==> config.mk <==
export PLATFORM = sky130hd
export DESIGN_NAME = mec_regs
export DESIGN_NICKNAME = d
export VERILOG_FILES = /design/src/mec_pkg.sv /design/src/mec_err_counter.sv /design/src/mec_regs.sv
export SDC_FILE = /design/constraint.sdc
export NUM_CORES = 1
export LEC_CHECK = 0
export BUFFER_PORTS_ARGS = -buffer_cell sky130_fd_sc_hd__buf_2
export CORE_ASPECT_RATIO = 1.4
export CORE_MARGIN = 3
export CORE_UTILIZATION = 40
export CTS_BUF_LIST = sky130_fd_sc_hd__clkbuf_4 sky130_fd_sc_hd__clkbuf_8
export CTS_CLUSTER_DIAMETER = 30
export DETAILED_ROUTE_END_ITERATION = 6
export PLACE_DENSITY = 0.62
export SETUP_SLACK_MARGIN = 0.2
export SLEW_MARGIN = 10
export SYNTH_ARGS = -nofsm -noshare
export SYNTH_HDL_FRONTEND = slang
export SYNTH_SLANG_ARGS = --single-unit
export TNS_END_PERCENT = 100
==> constraint.sdc <==
create_clock -name clk -period 3.56 [get_ports clk]
set_input_delay 0.178 -clock clk [delete_from_list [all_inputs] [get_ports clk]]
set_output_delay 0.178 -clock clk [all_outputs]
set_load 0.01 [all_outputs]
==> src/mec_pkg.sv <==
// constants and types of the maintenance, error count and mask registers
`default_nettype none
package mec_pkg;
   localparam logic [7:0] MEC_OFS_DEACT_LEN = 8'h0E;
   localparam logic [7:0] MEC_OFS_DEACT = 8'h11;
   localparam logic [7:0] MEC_OFS_CTRL = 8'h12;
   localparam logic [7:0] MEC_OFS_MASK0 = 8'h13;
   localparam logic [7:0] MEC_OFS_MASK1 = 8'h14;
   localparam logic [7:0] MEC_OFS_CNT_LO = 8'h18;
   localparam logic [7:0] MEC_OFS_CNT_HI = 8'h19;
   localparam logic [7:0] MEC_RST_DEACT = 8'h09;
   localparam logic [1:0] MEC_RST_DEACT_LEN = 2'h1;
   localparam logic [7:0] MEC_RST_CTRL = 8'h00;
   localparam logic [7:0] MEC_RST_MASK = 8'hFF;
   localparam logic [7:0] MEC_CTRL_WMASK = 8'h7F;
   localparam int MEC_BIT_BIPOLAR_INJ = 6;
   localparam int MEC_BIT_PATTERN_INJ = 5;
   localparam int MEC_BIT_ZERO_DEF = 4;
   localparam int MEC_BIT_SRC_HI = 3;
   localparam int MEC_BIT_SRC_LO = 2;
   localparam int MEC_BIT_MODE = 1;
   localparam int MEC_BIT_XFER = 0;
   localparam int MEC_BIT_TIMER = 1;
   localparam int MEC_BIT_CNT_OV = 0;
   localparam logic [1:0] MEC_SRC_PATTERN = 2'h0;
   localparam logic [1:0] MEC_SRC_ZEROS = 2'h1;
   localparam logic [1:0] MEC_SRC_CODE = 2'h2;
   localparam logic [1:0] MEC_SRC_BOTH = 2'h3;
   localparam logic [15:0] MEC_CNT_MAX = 16'hFFFF;
   typedef struct packed
   {
      logic wr;
      logic rd;
      logic [7:0] addr;
      logic [7:0] wdata;
   } mec_reg_req_s;
   typedef struct packed
   {
      logic pattern_error;
      logic excess_zeros;
      logic code_violation;
   } mec_err_evt_s;
endpackage
`default_nettype wire

==> src/mec_err_counter.sv <==
// 16-bit error counter with transfer and overflow event
`timescale 1ns/10ps
`default_nettype none
module mec_err_counter
   import mec_pkg::*;
(
   input wire logic clk,
   input wire logic rstn,
   input wire logic [1:0] inc,
   input wire logic xfer,
   output logic [15:0] count_result,
   output logic overflow
);
   logic [15:0] count;
   wire [16:0] sum = {1'b0, count} + {15'h0000, inc};
   wire sat = sum[16] | (sum[15:0] == MEC_CNT_MAX);
   wire [15:0] next_count = sat ? MEC_CNT_MAX : sum[15:0];
   // overflow fires once, on reaching the maximum
   wire next_overflow = sat & (count != MEC_CNT_MAX) & ~xfer;

   always_ff @(posedge clk or negedge rstn)
   begin
      if (!rstn)
      begin
         count <= 16'h0000;
         count_result <= 16'h0000;
         overflow <= 1'b0;
      end
      else
      begin
         // errors of the transfer cycle go into the fresh count
         count <= xfer ? {14'h0000, inc} : next_count;
         if (xfer)
            count_result <= count;
         overflow <= next_overflow;
      end
   end
endmodule
`default_nettype wire

==> src/mec_regs.sv <==
// maintenance, error counter and interrupt mask register group
//Contract
// - deactivate pattern register, default 001001
// - pattern uses low 5 to 8 bits
// - bit6 rise injects one bipolar violation
// - bit5 rise injects one pattern error
// - bit4 picks excess-zero definition
// - bits3-2 choose counted error source
// - bit1 picks manual or automatic report
// - manual bit0 rise transfers, resets counter
// - mask0 bits gate line events
// - mask 0 enables, 1 suppresses; reset 1
// - mask1 bits gate counter, jitter events
// - mask1 bit1 gates one-second timer
// - mask1 bit0 gates counter overflow
// - length field 00-11, resets to 01
// - edge select: rise only, or both
`timescale 1ns/10ps
`default_nettype none
module mec_regs
   import mec_pkg::*;
(
   input wire logic clk,
   input wire logic rstn,
   input wire mec_reg_req_s reg_req,
   output logic [7:0] reg_rdata,
   input wire logic [7:0] line_status,
   input wire logic [7:0] line_edge_sel,
   input wire logic [7:0] aux_events,
   input wire mec_err_evt_s err_evt,
   input wire logic second_tick,
   output logic [7:0] rx_deact_code,
   output logic [1:0] rx_deact_pattern_len,
   output logic bipolar_violation_inject,
   output logic pattern_error_inject,
   output logic excess_zero_definition,
   output logic [7:0] line_irq,
   output logic [7:0] aux_irq
);
   // ***************************************
   // functions
   // ***************************************
   function automatic logic [7:0] len_mask(input logic [1:0] len);
      logic [7:0] m;
      m = 8'h1F;
      case (len)
         2'h1: m = 8'h3F;
         2'h2: m = 8'h7F;
         2'h3: m = 8'hFF;
         default: m = 8'h1F;
      endcase
      return m;
   endfunction

   function automatic logic rising(input logic next_v, input logic cur_v);
      return next_v & ~cur_v;
   endfunction

   // ***************************************
   // registers
   // ***************************************
   logic [7:0] rx_deact_pattern;
   logic [1:0] deact_len;
   logic [7:0] ctrl;
   logic [7:0] mask0;
   logic [7:0] mask1;
   logic [7:0] line_prev;
   logic [15:0] count_result;
   logic cnt_overflow;

   wire wr_deact = reg_req.wr & (reg_req.addr == MEC_OFS_DEACT);
   wire wr_len = reg_req.wr & (reg_req.addr == MEC_OFS_DEACT_LEN);
   wire wr_ctrl = reg_req.wr & (reg_req.addr == MEC_OFS_CTRL);
   wire wr_mask0 = reg_req.wr & (reg_req.addr == MEC_OFS_MASK0);
   wire wr_mask1 = reg_req.wr & (reg_req.addr == MEC_OFS_MASK1);
   wire [7:0] next_ctrl = wr_ctrl ? (reg_req.wdata & MEC_CTRL_WMASK) : ctrl;
   wire [1:0] err_src = ctrl[MEC_BIT_SRC_HI:MEC_BIT_SRC_LO];
   wire auto_mode = ctrl[MEC_BIT_MODE];
   wire manual_xfer = ~auto_mode
      & rising(next_ctrl[MEC_BIT_XFER], ctrl[MEC_BIT_XFER]);
   wire cnt_xfer = manual_xfer | (auto_mode & second_tick);

   // ***************************************
   // error source select
   // ***************************************
   wire src_pat = (err_src == MEC_SRC_PATTERN) & err_evt.pattern_error;
   wire src_zeros = ((err_src == MEC_SRC_ZEROS) | (err_src == MEC_SRC_BOTH))
      & err_evt.excess_zeros;
   wire src_code = ((err_src == MEC_SRC_CODE) | (err_src == MEC_SRC_BOTH))
      & err_evt.code_violation;
   wire [1:0] cnt_inc = {1'b0, src_pat} + {1'b0, src_zeros} + {1'b0, src_code};

   mec_err_counter mec_err_counter_inst
   (
      .clk(clk),
      .rstn(rstn),
      .inc(cnt_inc),
      .xfer(cnt_xfer),
      .count_result(count_result),
      .overflow(cnt_overflow)
   );

   // ***************************************
   // interrupt events
   // ***************************************
   wire [7:0] line_rise = line_status & ~line_prev;
   wire [7:0] line_fall = ~line_status & line_prev;
   wire [7:0] line_evt = line_rise | (line_edge_sel & line_fall);
   wire [7:0] aux_evt = {aux_events[7:1], cnt_overflow};
   wire [7:0] next_line_irq = line_evt & ~mask0;
   wire [7:0] next_aux_irq = aux_evt & ~mask1;

   // ***************************************
   // read mux
   // ***************************************
   logic [7:0] rd_mux;
   always_comb
   begin
      case (reg_req.addr)
         MEC_OFS_DEACT_LEN: rd_mux = {6'h00, deact_len};
         MEC_OFS_DEACT: rd_mux = rx_deact_pattern;
         MEC_OFS_CTRL: rd_mux = ctrl;
         MEC_OFS_MASK0: rd_mux = mask0;
         MEC_OFS_MASK1: rd_mux = mask1;
         MEC_OFS_CNT_LO: rd_mux = count_result[7:0];
         MEC_OFS_CNT_HI: rd_mux = count_result[15:8];
         default: rd_mux = 8'h00;
      endcase
   end

   always_ff @(posedge clk or negedge rstn)
   begin
      if (!rstn)
      begin
         rx_deact_pattern <= MEC_RST_DEACT;
         deact_len <= MEC_RST_DEACT_LEN;
         ctrl <= MEC_RST_CTRL;
         mask0 <= MEC_RST_MASK;
         mask1 <= MEC_RST_MASK;
         line_prev <= 8'h00;
         reg_rdata <= 8'h00;
         rx_deact_code <= 8'h00;
         rx_deact_pattern_len <= 2'h0;
         bipolar_violation_inject <= 1'b0;
         pattern_error_inject <= 1'b0;
         excess_zero_definition <= 1'b0;
         line_irq <= 8'h00;
         aux_irq <= 8'h00;
      end
      else
      begin
         if (wr_deact)
            rx_deact_pattern <= reg_req.wdata;
         if (wr_len)
            deact_len <= reg_req.wdata[1:0];
         if (wr_mask0)
            mask0 <= reg_req.wdata;
         if (wr_mask1)
            mask1 <= reg_req.wdata;
         ctrl <= next_ctrl;
         line_prev <= line_status;
         if (reg_req.rd)
            reg_rdata <= rd_mux;
         rx_deact_code <= rx_deact_pattern & len_mask(deact_len);
         rx_deact_pattern_len <= deact_len;
         bipolar_violation_inject <= rising(next_ctrl[MEC_BIT_BIPOLAR_INJ],
            ctrl[MEC_BIT_BIPOLAR_INJ]);
         pattern_error_inject <= rising(next_ctrl[MEC_BIT_PATTERN_INJ],
            ctrl[MEC_BIT_PATTERN_INJ]);
         excess_zero_definition <= ctrl[MEC_BIT_ZERO_DEF];
         line_irq <= next_line_irq;
         aux_irq <= next_aux_irq;
      end
   end
endmodule
`default_nettype wire

==> results.txt, run 1 <==
The number of flops mapped to enable cells by yosys is 0. Of all flip-flops after synthesis, the portion carrying an async set or reset was 100.0%. The most instantiated flip-flop cell in the synthesis netlist is sky130_fd_sc_hd__dfrtp_1.

In the layout the commonest cells are 92 x sky130_fd_sc_hd__dfrtp_1, 82 x sky130_fd_sc_hd__buf_2, 45 x sky130_fd_sc_hd__nand2_1. For the worst setup path, the data arrival time is 3270 ps. The area fraction in compound gates after synthesis is 9.284%. In the synthesized netlist, the number of instances is 411. The peak ir drop on the vdd network is 0.1760 mV. The repair_antennas step left the layout with diodes totalling 0. The wire length per cell came out at 16.77 um. The sink count of the clock tree is 111. The startpoint identified for the worst hold timing path is aux_events[3]. For this design the ratio of total power to cell area is 451.7 nW/um^2. Detailed routing inserted a total of 3490 vias. After floorplanning, the core was sized to cover 11570 um^2. Prior to clock tree synthesis, the placed netlist has a worst setup slack of 600.1 ps. The worst setup path is launched from a register.

Setup repair after global routing left no endpoint under its margin. The synthesized design contains 111 register bits. The die width came out at 98.82 um. The DRC violation total after the first TritonRoute iteration came out at 148. The total nets after synthesis is 463. In the routed layout, each cell is associated on average with a via count of 5.320. In this run the critical register-to-register path is launched from ctrl[2]. The first global-routing pass estimated 17620 um of wire. The maximum level of the CTS H-tree is 3. The routed wire length is 11000 um. The number of design rule violations left after detail routing came out at 0. The data required time at the worst endpoint came out at 3840 ps. The final-report setup violation count is 0. The area growth from synthesis to layout is 18.18%. The post-route netlist has 31.45% of its cells at a drive strength greater than 1. For the final database, setup skew stands at 13.05 ps. The post-detailed-route count of antenna-violating nets came out at 0. In the synthesized netlist, mux cells make up 10.58% of the area. In this run the static leakage power is 2.692 nW. The count of final hold-check violations is 0. The actual transition at the worst max-transition pin is 944.0 ps.

The critical setup path kind is reg2reg. Global routing used 16.69% of the available tracks across all layers. The cell sitting at the root of the clock tree is a sky130_fd_sc_hd__clkbuf_8.

The power share of the sequential group came out at 56.8%. Of the total power, the share spent switching nets is 26.00%. After synthesis, the largest family of logic cells by area is simple AND/OR/NAND/NOR gates.

The internal power summed over all cells came out at 1.906 mW. Once the clock tree was built, the setup fixing pass inserted 0 buffers. The clock slew at the register clock pins of the worst setup and hold paths is 100 ps. The part of the cycle the worst path needs is 84.03%. The post-synthesis simple-gate area fraction is 16.60%. For this configuration, the core starts out at a cell density of 41.70%.

In this run the worst hold path is classified as in2reg. Counting along the longest clock path gives a buffer depth of 2. Leaving out fill and tap cells, the most frequent cell in the layout is sky130_fd_sc_hd__dfrtp_1.

Port buffering added 83 buffers. Row generation in the floorplan step produced 46 rows. After synthesis, flip-flops and latches occupy 58.07% of the total area. Setup slack closes at 568.7 ps. The fmax came out at 0.3343 GHz. The maximum fanout encountered on the critical timing path came out at 4. The total count of max-transition violations in the final report is 0. After detailed placement, the total cell area comes to 5403 um^2. At the end of routability-driven placement, the weighted congestion stood at 0.8479. The number of warning messages in the yosys log is 0. The synthesized netlist contains 51 unique library cells.

The power dissipated by switching net loads came out at 0.6696 mW. The worst reg-to-reg path cell count is 10. STA classifies the critical path endpoint as a register.

The floorplan die height came out at 135.9 um. The run finished with clean final reports. The worst-case register-to-register setup slack is 570 ps. The worst register-to-register path ends at mec_err_counter_inst.overflow. The worst slew margin relative to its limit came out at 36.72%. The total negative slack for setup checks came out at 0 ps. The number of buffers added by the clock tree synthesis step came out at 9.

The sum of net half-perimeters after detailed placement is 8035 um. The initial antenna violation count was 0. The tool flagged a number of max-cap violations equal to 0.

After global routing the overflow that remains totals 0. In this run, the clock network consumes 30.6% of the power. After Yosys synthesis, XOR and XNOR cells account for 1.997% of the synthesized area. Before antenna repair, the detailed router went through 4 iterations.

The worst hold path depth is 2. The top-level I/O count is 85. The cell area after technology mapping is 4825 um^2. The pin count of the biggest net entering global routing is 67. The capture endpoint of the worst hold path is aux_irq[3]. TritonCTS built the clock tree. A synthesized cell averages 11.74 um^2. The smallest clock period supported by the final layout is computed as 2991 ps. Of the total power, combinational logic draws 12.6%. The number of nets in the layout came out at 559. The via count of the first global-routing pass is 3435. The summed area of non-filler cells in the final layout is 5702 um^2. Clock latency on the worst-skew pair, taken at its later pin, is 380 ps.

The adder and majority gate portion of the synthesized area came out at 1.349%. The die footprint came out at 13430 um^2.
## cell type report
type / count / area [um^2]
clock buffer: 13 / 166.4
inverter: 12 / 45.04
clock inverter: 3 / 42.54
sequential: 111 / 2801
fill: 1067 / 5867
timing repair buffer: 97 / 545.5
multi-input combinational: 276 / 1921
tap: 144 / 180.2
## worst max-delay path by stage
stage	startpoint	cells past startpoint	to	slack, ps
2_1_floorplan	ctrl[3]	9	mec_err_counter_inst.overflow	620
3_3_place_gp	ctrl[3]	9	mec_err_counter_inst.overflow	680
3_5_place_dp	ctrl[2]	10	mec_err_counter_inst.overflow	600
4_1_cts	ctrl[2]	10	mec_err_counter_inst.overflow	570
5_1_grt	ctrl[3]	9	mec_err_counter_inst.overflow	310
6_report	ctrl[2]	10	mec_err_counter_inst.overflow	570
## Yosys cell counts (6+ instances only)
| cell type | n | area [um^2] |
|---|---|---|
| sky130_fd_sc_hd__nand3b_1 | 10 | 75.07 |
| sky130_fd_sc_hd__nor2b_1 | 12 | 75.07 |
| sky130_fd_sc_hd__o22ai_1 | 7 | 43.79 |
| sky130_fd_sc_hd__and3_1 | 10 | 62.56 |
| sky130_fd_sc_hd__a21oi_1 | 26 | 130.1 |
| sky130_fd_sc_hd__nand2_1 | 45 | 168.9 |
| sky130_fd_sc_hd__xnor2_1 | 6 | 52.55 |
| sky130_fd_sc_hd__inv_1 | 12 | 45.04 |
| sky130_fd_sc_hd__mux2_2 | 32 | 360.4 |
| sky130_fd_sc_hd__nand2b_1 | 11 | 68.82 |
| sky130_fd_sc_hd__nor3_1 | 6 | 30.03 |
| sky130_fd_sc_hd__mux2_1 | 8 | 90.09 |
| sky130_fd_sc_hd__nor2_1 | 15 | 56.30 |
| sky130_fd_sc_hd__dfrtp_1 | 92 | 2302 |
| sky130_fd_sc_hd__clkbuf_1 | 7 | 26.28 |
| sky130_fd_sc_hd__and2_1 | 6 | 37.54 |
| sky130_fd_sc_hd__o21ai_0 | 15 | 75.07 |
| sky130_fd_sc_hd__nand3_1 | 6 | 30.03 |
| sky130_fd_sc_hd__mux2i_1 | 6 | 60.06 |
| sky130_fd_sc_hd__dfstp_2 | 19 | 499.2 |
| sky130_fd_sc_hd__nand4_1 | 7 | 43.79 |
## state kept, by name (all words and copies together), names as in the netlist, 2 cells and up
name / cells
ctrl: 7
reg_rdata: 8
mec_err_counter_inst.count_result: 16
line_prev: 8
rx_deact_pattern_len: 2
line_irq: 8
rx_deact_code: 8
mask1: 8
mask0: 8
rx_deact_pattern: 8
mec_err_counter_inst.count: 16
deact_len: 2
aux_irq: 8
## worst max-delay path, cell delays in order, from the launching register on
cell                        delay [ps]
sky130_fd_sc_hd__dfrtp_1           420
sky130_fd_sc_hd__nor3b_1           300
sky130_fd_sc_hd__fa_1              490
sky130_fd_sc_hd__ha_1              230
sky130_fd_sc_hd__inv_1              70
sky130_fd_sc_hd__fa_1              420
sky130_fd_sc_hd__nor4_1            290
sky130_fd_sc_hd__nand2_1            80
sky130_fd_sc_hd__nor3_1            200
sky130_fd_sc_hd__o2111ai_1         130
sky130_fd_sc_hd__a221oi_1          250
## layer usage
layer	up-vias	global-route usage [%]	share of wire, %
met5	-	0	0
met4	0	5.467	2.0
met3	19	3.337	4.6
met2	84	28.10	50
met1	1735	21.54	43
li1	1652	-	-
## stage by stage
step | utilization (%) | instances | hold slack (ps) | total power [mW]
2_1_floorplan | - | 411 | -117.6 | 1.659
3_3_place_gp | 46.70 | 631 | 309.7 | 1.788
3_5_place_dp | 46.70 | 631 | 312.8 | 1.803
4_1_cts | 49.29 | 656 | 2.624 | 2.595
5_1_grt | 49.29 | 656 | 7.378 | 2.696
6_report | 49.29 | 656 | 12.78 | 2.575
## power groups by stage
stage               Sequential [mW]  Clock [mW]  Combinational [mW]
global placement               1.48           0               0.305
global route                   1.48       0.853               0.365
finish                         1.46       0.789               0.323
floorplan                      1.47           0               0.194
CTS                            1.46       0.804               0.327
detailed placement             1.49           0               0.317
## logic make-up after synthesis
logic type      Yosys count
flops                   111
compound gates           71
xor+xnor                 11
buf+inv                  24
mux                      46
fa+ha+maj                 4
simple gates            144
## what timing repair did
| item | CTS | global route |
|---|---|---|
| resized for setup | 0 | 0 |
| hold buffers | 9 | 0 |
| hold endpoints to repair | 64 | 0 |
(Power assumes the default switching activity.)
==> inputs of run 2 (changes only) <==
- ABC_AREA: default -> 1
- clock period: 3.56 -> 3 ns (I/O delays scaled with it)
==> run 2 against run 1 <==
Core utilization rose by 1.7 points. First-iteration DRC count is 25% higher. Largest power group unchanged. Total power grew 41%. Critical path type unchanged. Synthesized cell count increased by 43%. Wire length up 12%. Combinational power grew to 2.8 times the previous value. Critical path depth is 7 higher.
==> results.txt, run 2 <==
The total count of max-transition violations in the final report came out at 0 (unchanged). The pin count of the biggest net entering global routing is 59 (was 67). The smallest hold slack is 30.90 ps (was 12.78 ps). The launch instance of the worst min-delay path is reg_req[7] (was aux_events[3]).

RSZ-0062 raised after global routing: true (was false). The cell area after technology mapping is 4989 um^2 (was 4825 um^2). The post-route minimum period is 2940 ps (was 2991 ps). The maximum fanout encountered on the critical timing path came out at 4 (unchanged). The areal power density over the cells was 591.4 nW/um^2 (was 451.7 nW/um^2). The total iterations of the first detailed-routing run is 5 (was 4).

The area taken by multi-input logic gates came out at 1931 um^2 (was 1921 um^2). The number of flops mapped to enable cells by yosys came out at 0 (unchanged). The part of the cycle the worst path needs came to 97.99% (was 84.03%). The wire length of the first global-routing pass came out at 19850 um (was 17620 um). The sum of net half-perimeters after detailed placement came to 9178 um (was 8035 um). The number of instances in the synthesized netlist came out at 588 (was 411). The max capacitance violation total is 0 (unchanged). The post-placement worst setup slack came out at -33.20 ps (was 600.1 ps). The die width is 100.4 um (was 98.82 um). Registers with the highest flip-flop counts: mec_err_counter_inst.count: 16 flops, mec_err_counter_inst.count_result: 16 flops (unchanged). The number of warning messages in the yosys log was 0 (unchanged). The number of antenna diodes is 0 (unchanged). The final-report setup violation count is 0 (unchanged). The routed wire length is 12310 um (was 11000 um). Largest cells by area after synthesis: sky130_fd_sc_hd__dfrtp_1 46%, sky130_fd_sc_hd__nand2_1 15%, sky130_fd_sc_hd__dfstp_2 10%, sky130_fd_sc_hd__inv_1 4.7%, sky130_fd_sc_hd__o21ai_0 4.4% (was sky130_fd_sc_hd__dfrtp_1 48%, sky130_fd_sc_hd__dfstp_2 10%, sky130_fd_sc_hd__mux2_2 7.5%, sky130_fd_sc_hd__nand2_1 3.5%, sky130_fd_sc_hd__a21oi_1 2.7%).

The sink count of the clock tree came out at 111 (unchanged). The endpoint kind of the worst setup timing path is a register (unchanged). The total power draw is 3.619 mW (was 2.575 mW). The worst endpoint data arrival time is 3210 ps (was 3270 ps).

The DRC violation total after the first TritonRoute iteration is 185 (was 148). The critical setup path kind is reg2reg (unchanged). The beginning of the worst register-to-register path is ctrl[2] (unchanged). The clock latency on the worst-skew pair is 370 ps (was 380 ps). The cell type with the largest total area after synthesis is sky130_fd_sc_hd__dfrtp_1 (unchanged). The post-detailed-route count of antenna-violating nets came out at 0 (unchanged). The leakage power came out at 3.190 nW (was 2.692 nW).

The most common library cell in the layout ignoring fill and taps is sky130_fd_sc_hd__nand2_1 (was sky130_fd_sc_hd__dfrtp_1). The area growth from synthesis to layout is 22.65% (was 18.18%). The area of the core is 12000 um^2 (was 11570 um^2). Commonest non-fill, non-tap cells in the layout: 193 x sky130_fd_sc_hd__nand2_1, 92 x sky130_fd_sc_hd__dfrtp_1, 82 x sky130_fd_sc_hd__buf_2 (was 92 x sky130_fd_sc_hd__dfrtp_1, 82 x sky130_fd_sc_hd__buf_2, 45 x sky130_fd_sc_hd__nand2_1).

The clock tree buffer depth came out at 2 (unchanged). The number of buffers added by the clock tree synthesis step was 9 (unchanged). The effective utilization at floorplan is 41.58% (was 41.70%).

The via count of the first global-routing pass is 4137 (was 3435). The number of distinct library cells after synthesis came out at 32 (was 51). The post-synthesis area per instance came out at 8.484 um^2 (was 11.74 um^2). The total of buffers placed on input and output ports is 83 (unchanged). The wire length per cell is 14.26 um (was 16.77 um).

The number of placement rows is 47 (was 46). The fmax is 0.3402 GHz (was 0.3343 GHz). The number of design rule violations left after detail routing came out at 0 (unchanged). The global-route usage over all layers came out at 17.82% (was 16.69%). The TritonCTS clock tree is done (unchanged).

The most common cell in the netlist is sky130_fd_sc_hd__nand2_1 (was sky130_fd_sc_hd__dfrtp_1). The count of final hold-check violations came to 0 (unchanged). The number of filler instances in the final layout came to 1174 (was 1067). Status: complete, no violations (unchanged).

The clock root buffer master is sky130_fd_sc_hd__clkbuf_8 (unchanged). The top-level I/O count is 85 (unchanged). The initial antenna violation count came to 1 (was 0). The total overflow reported by the global router came out at 0 (unchanged). The first element of the critical path is ctrl[2] (unchanged).

The sequential element share of the synthesized area came to 56.16% (was 58.07%). The data required time at the worst endpoint is 3270 ps (was 3840 ps). The number of flip-flops and latches in the synthesized netlist is 111 (unchanged).

The maximum level of the CTS H-tree is 3 (unchanged). The clock slew at the register clock pins of the worst setup and hold paths came out at 100 ps (about the same). The peak ir drop on the vdd network came out at 0.3861 mV (was 0.1760 mV). The type of the tightest min-delay check is in2reg (unchanged). The floorplan die height is 138.1 um (was 135.9 um). The total nets after synthesis came out at 640 (was 463).

The worst slew margin relative to its limit came out at 53.08% (was 36.72%). The routability congestion estimate from global placement came out at 0.9053 (was 0.8479). The proportion of register bits with asynchronous set or reset after synthesis came to 100.0% (unchanged). Post-synth top cells: 195 x sky130_fd_sc_hd__nand2_1, 92 x sky130_fd_sc_hd__dfrtp_1, 62 x sky130_fd_sc_hd__inv_1 (was 92 x sky130_fd_sc_hd__dfrtp_1, 45 x sky130_fd_sc_hd__nand2_1, 32 x sky130_fd_sc_hd__mux2_2). The critical path launch point type is a register (unchanged). The worst clock skew on the final layout came to 14.97 ps (was 13.05 ps).

The routed via count is 4241 (was 3490). The actual transition at the worst max-transition pin came out at 703.8 ps (was 944.0 ps). The post-detailed-route via-to-cell ratio came out at 4.914 (was 5.320). The worst path setup slack after routing came out at 60.20 ps (was 568.7 ps).

The most instantiated flip-flop cell in the synthesis netlist is sky130_fd_sc_hd__dfrtp_1 (unchanged). The top cell type's share of synthesized area is 46.15% (was 47.72%). The die footprint is 13870 um^2 (was 13430 um^2). The number of nets in the layout came to 763 (was 559). The layout cell share with drive strength beyond 1 is 25.84% (was 31.45%).

The register cell area after layout is 2801 um^2 (unchanged).
-- run 2: where the power goes --
group | switching [mW] | internal [mW] | leakage (nW) | total (mW)
clock network | 0.522 | 0.325 | 0.0888 | 0.848
registers | 0.178 | 1.70 | 1.38 | 1.88
logic | 0.528 | 0.363 | 1.72 | 0.891
-- run 2: area by class of cell --
class / instances / area share (%)
Sequential cell: 111 / 45.79
Timing Repair Buffer: 121 / 12.37
Inverter: 69 / 4.274
Tap cell: 147 / 3.006
Clock inverter: 6 / 0.8589
Clock buffer: 10 / 2.147
Multi-Input combinational cell: 399 / 31.55
-- run 2: cells by family (layout without fill, tap and decap cells) --
| group | after synthesis | count (layout) | share of synthesized area [%] |
|---|---|---|---|
| fa+ha+maj | 4 | 4 | 1.304 |
| compound gates | 82 | 82 | 8.804 |
| buf+inv | 80 | 206 | 6.421 |
| flops | 111 | 111 | 56.16 |
| simple gates | 311 | 313 | 27.31 |
-- run 2: per-stage QoR --
stage	std cells	instance area [um^2]	utilization (%)	TNS, ps
3_5_place_dp	814	5584	46.55	-33.20
6_report	863	6118	51.00	0
5_1_grt	863	6118	51.00	-1363
3_3_place_gp	814	5584	46.55	0
4_1_cts	859	6076	50.65	0
2_1_floorplan	588	4989	-	0
-- run 2: what timing repair did --
action / CTS / global route
buffers inserted: 8 / 3
hold endpoints to repair: 72 / 0
pin swaps: 5 / 5
hold buffers: 20 / 0
setup endpoints to repair: 17 / 17
cloned: 1 / 1
resized for setup: 11 / 3
-- run 2: worst paths after layout --
kind | to | slack, ps | cells after the start
worst min-delay path | mask1[7] | 30 | 3
min in group asynchronous | line_irq[3] | 350 | 2
worst max register to register | mec_err_counter_inst.count[4] | 60 | 17
worst max-delay path | mec_err_counter_inst.count[4] | 60 | 17
worst min register to register | rx_deact_pattern_len[0] | 400 | 0
max in group asynchronous | mask1[0] | 1770 | 3
-- run 2: worst max-delay path: stages, from the launching register on --
cell	delay [ps]
sky130_fd_sc_hd__dfrtp_1	420
sky130_fd_sc_hd__nor3b_2	220
sky130_fd_sc_hd__fa_1	470
sky130_fd_sc_hd__ha_2	210
sky130_fd_sc_hd__inv_2	50
sky130_fd_sc_hd__fa_2	300
sky130_fd_sc_hd__inv_2	70
sky130_fd_sc_hd__nand3_2	60
sky130_fd_sc_hd__nand2_2	60
sky130_fd_sc_hd__buf_4	130
sky130_fd_sc_hd__buf_4	120
sky130_fd_sc_hd__buf_4	120
sky130_fd_sc_hd__buf_4	120
sky130_fd_sc_hd__buf_4	120
sky130_fd_sc_hd__buf_4	120
sky130_fd_sc_hd__buf_4	120
sky130_fd_sc_hd__nand3_1	70
sky130_fd_sc_hd__nand2_1	60
-- run 2: per-layer routing --
metal	track usage (%)	part of all wire, %	up-vias
met3	3.528	5.6	17
met5	0	0.081	-
li1	-	-	2107
met1	21.29	40	2008
met2	31.31	52	107
met4	6.458	2.2	2
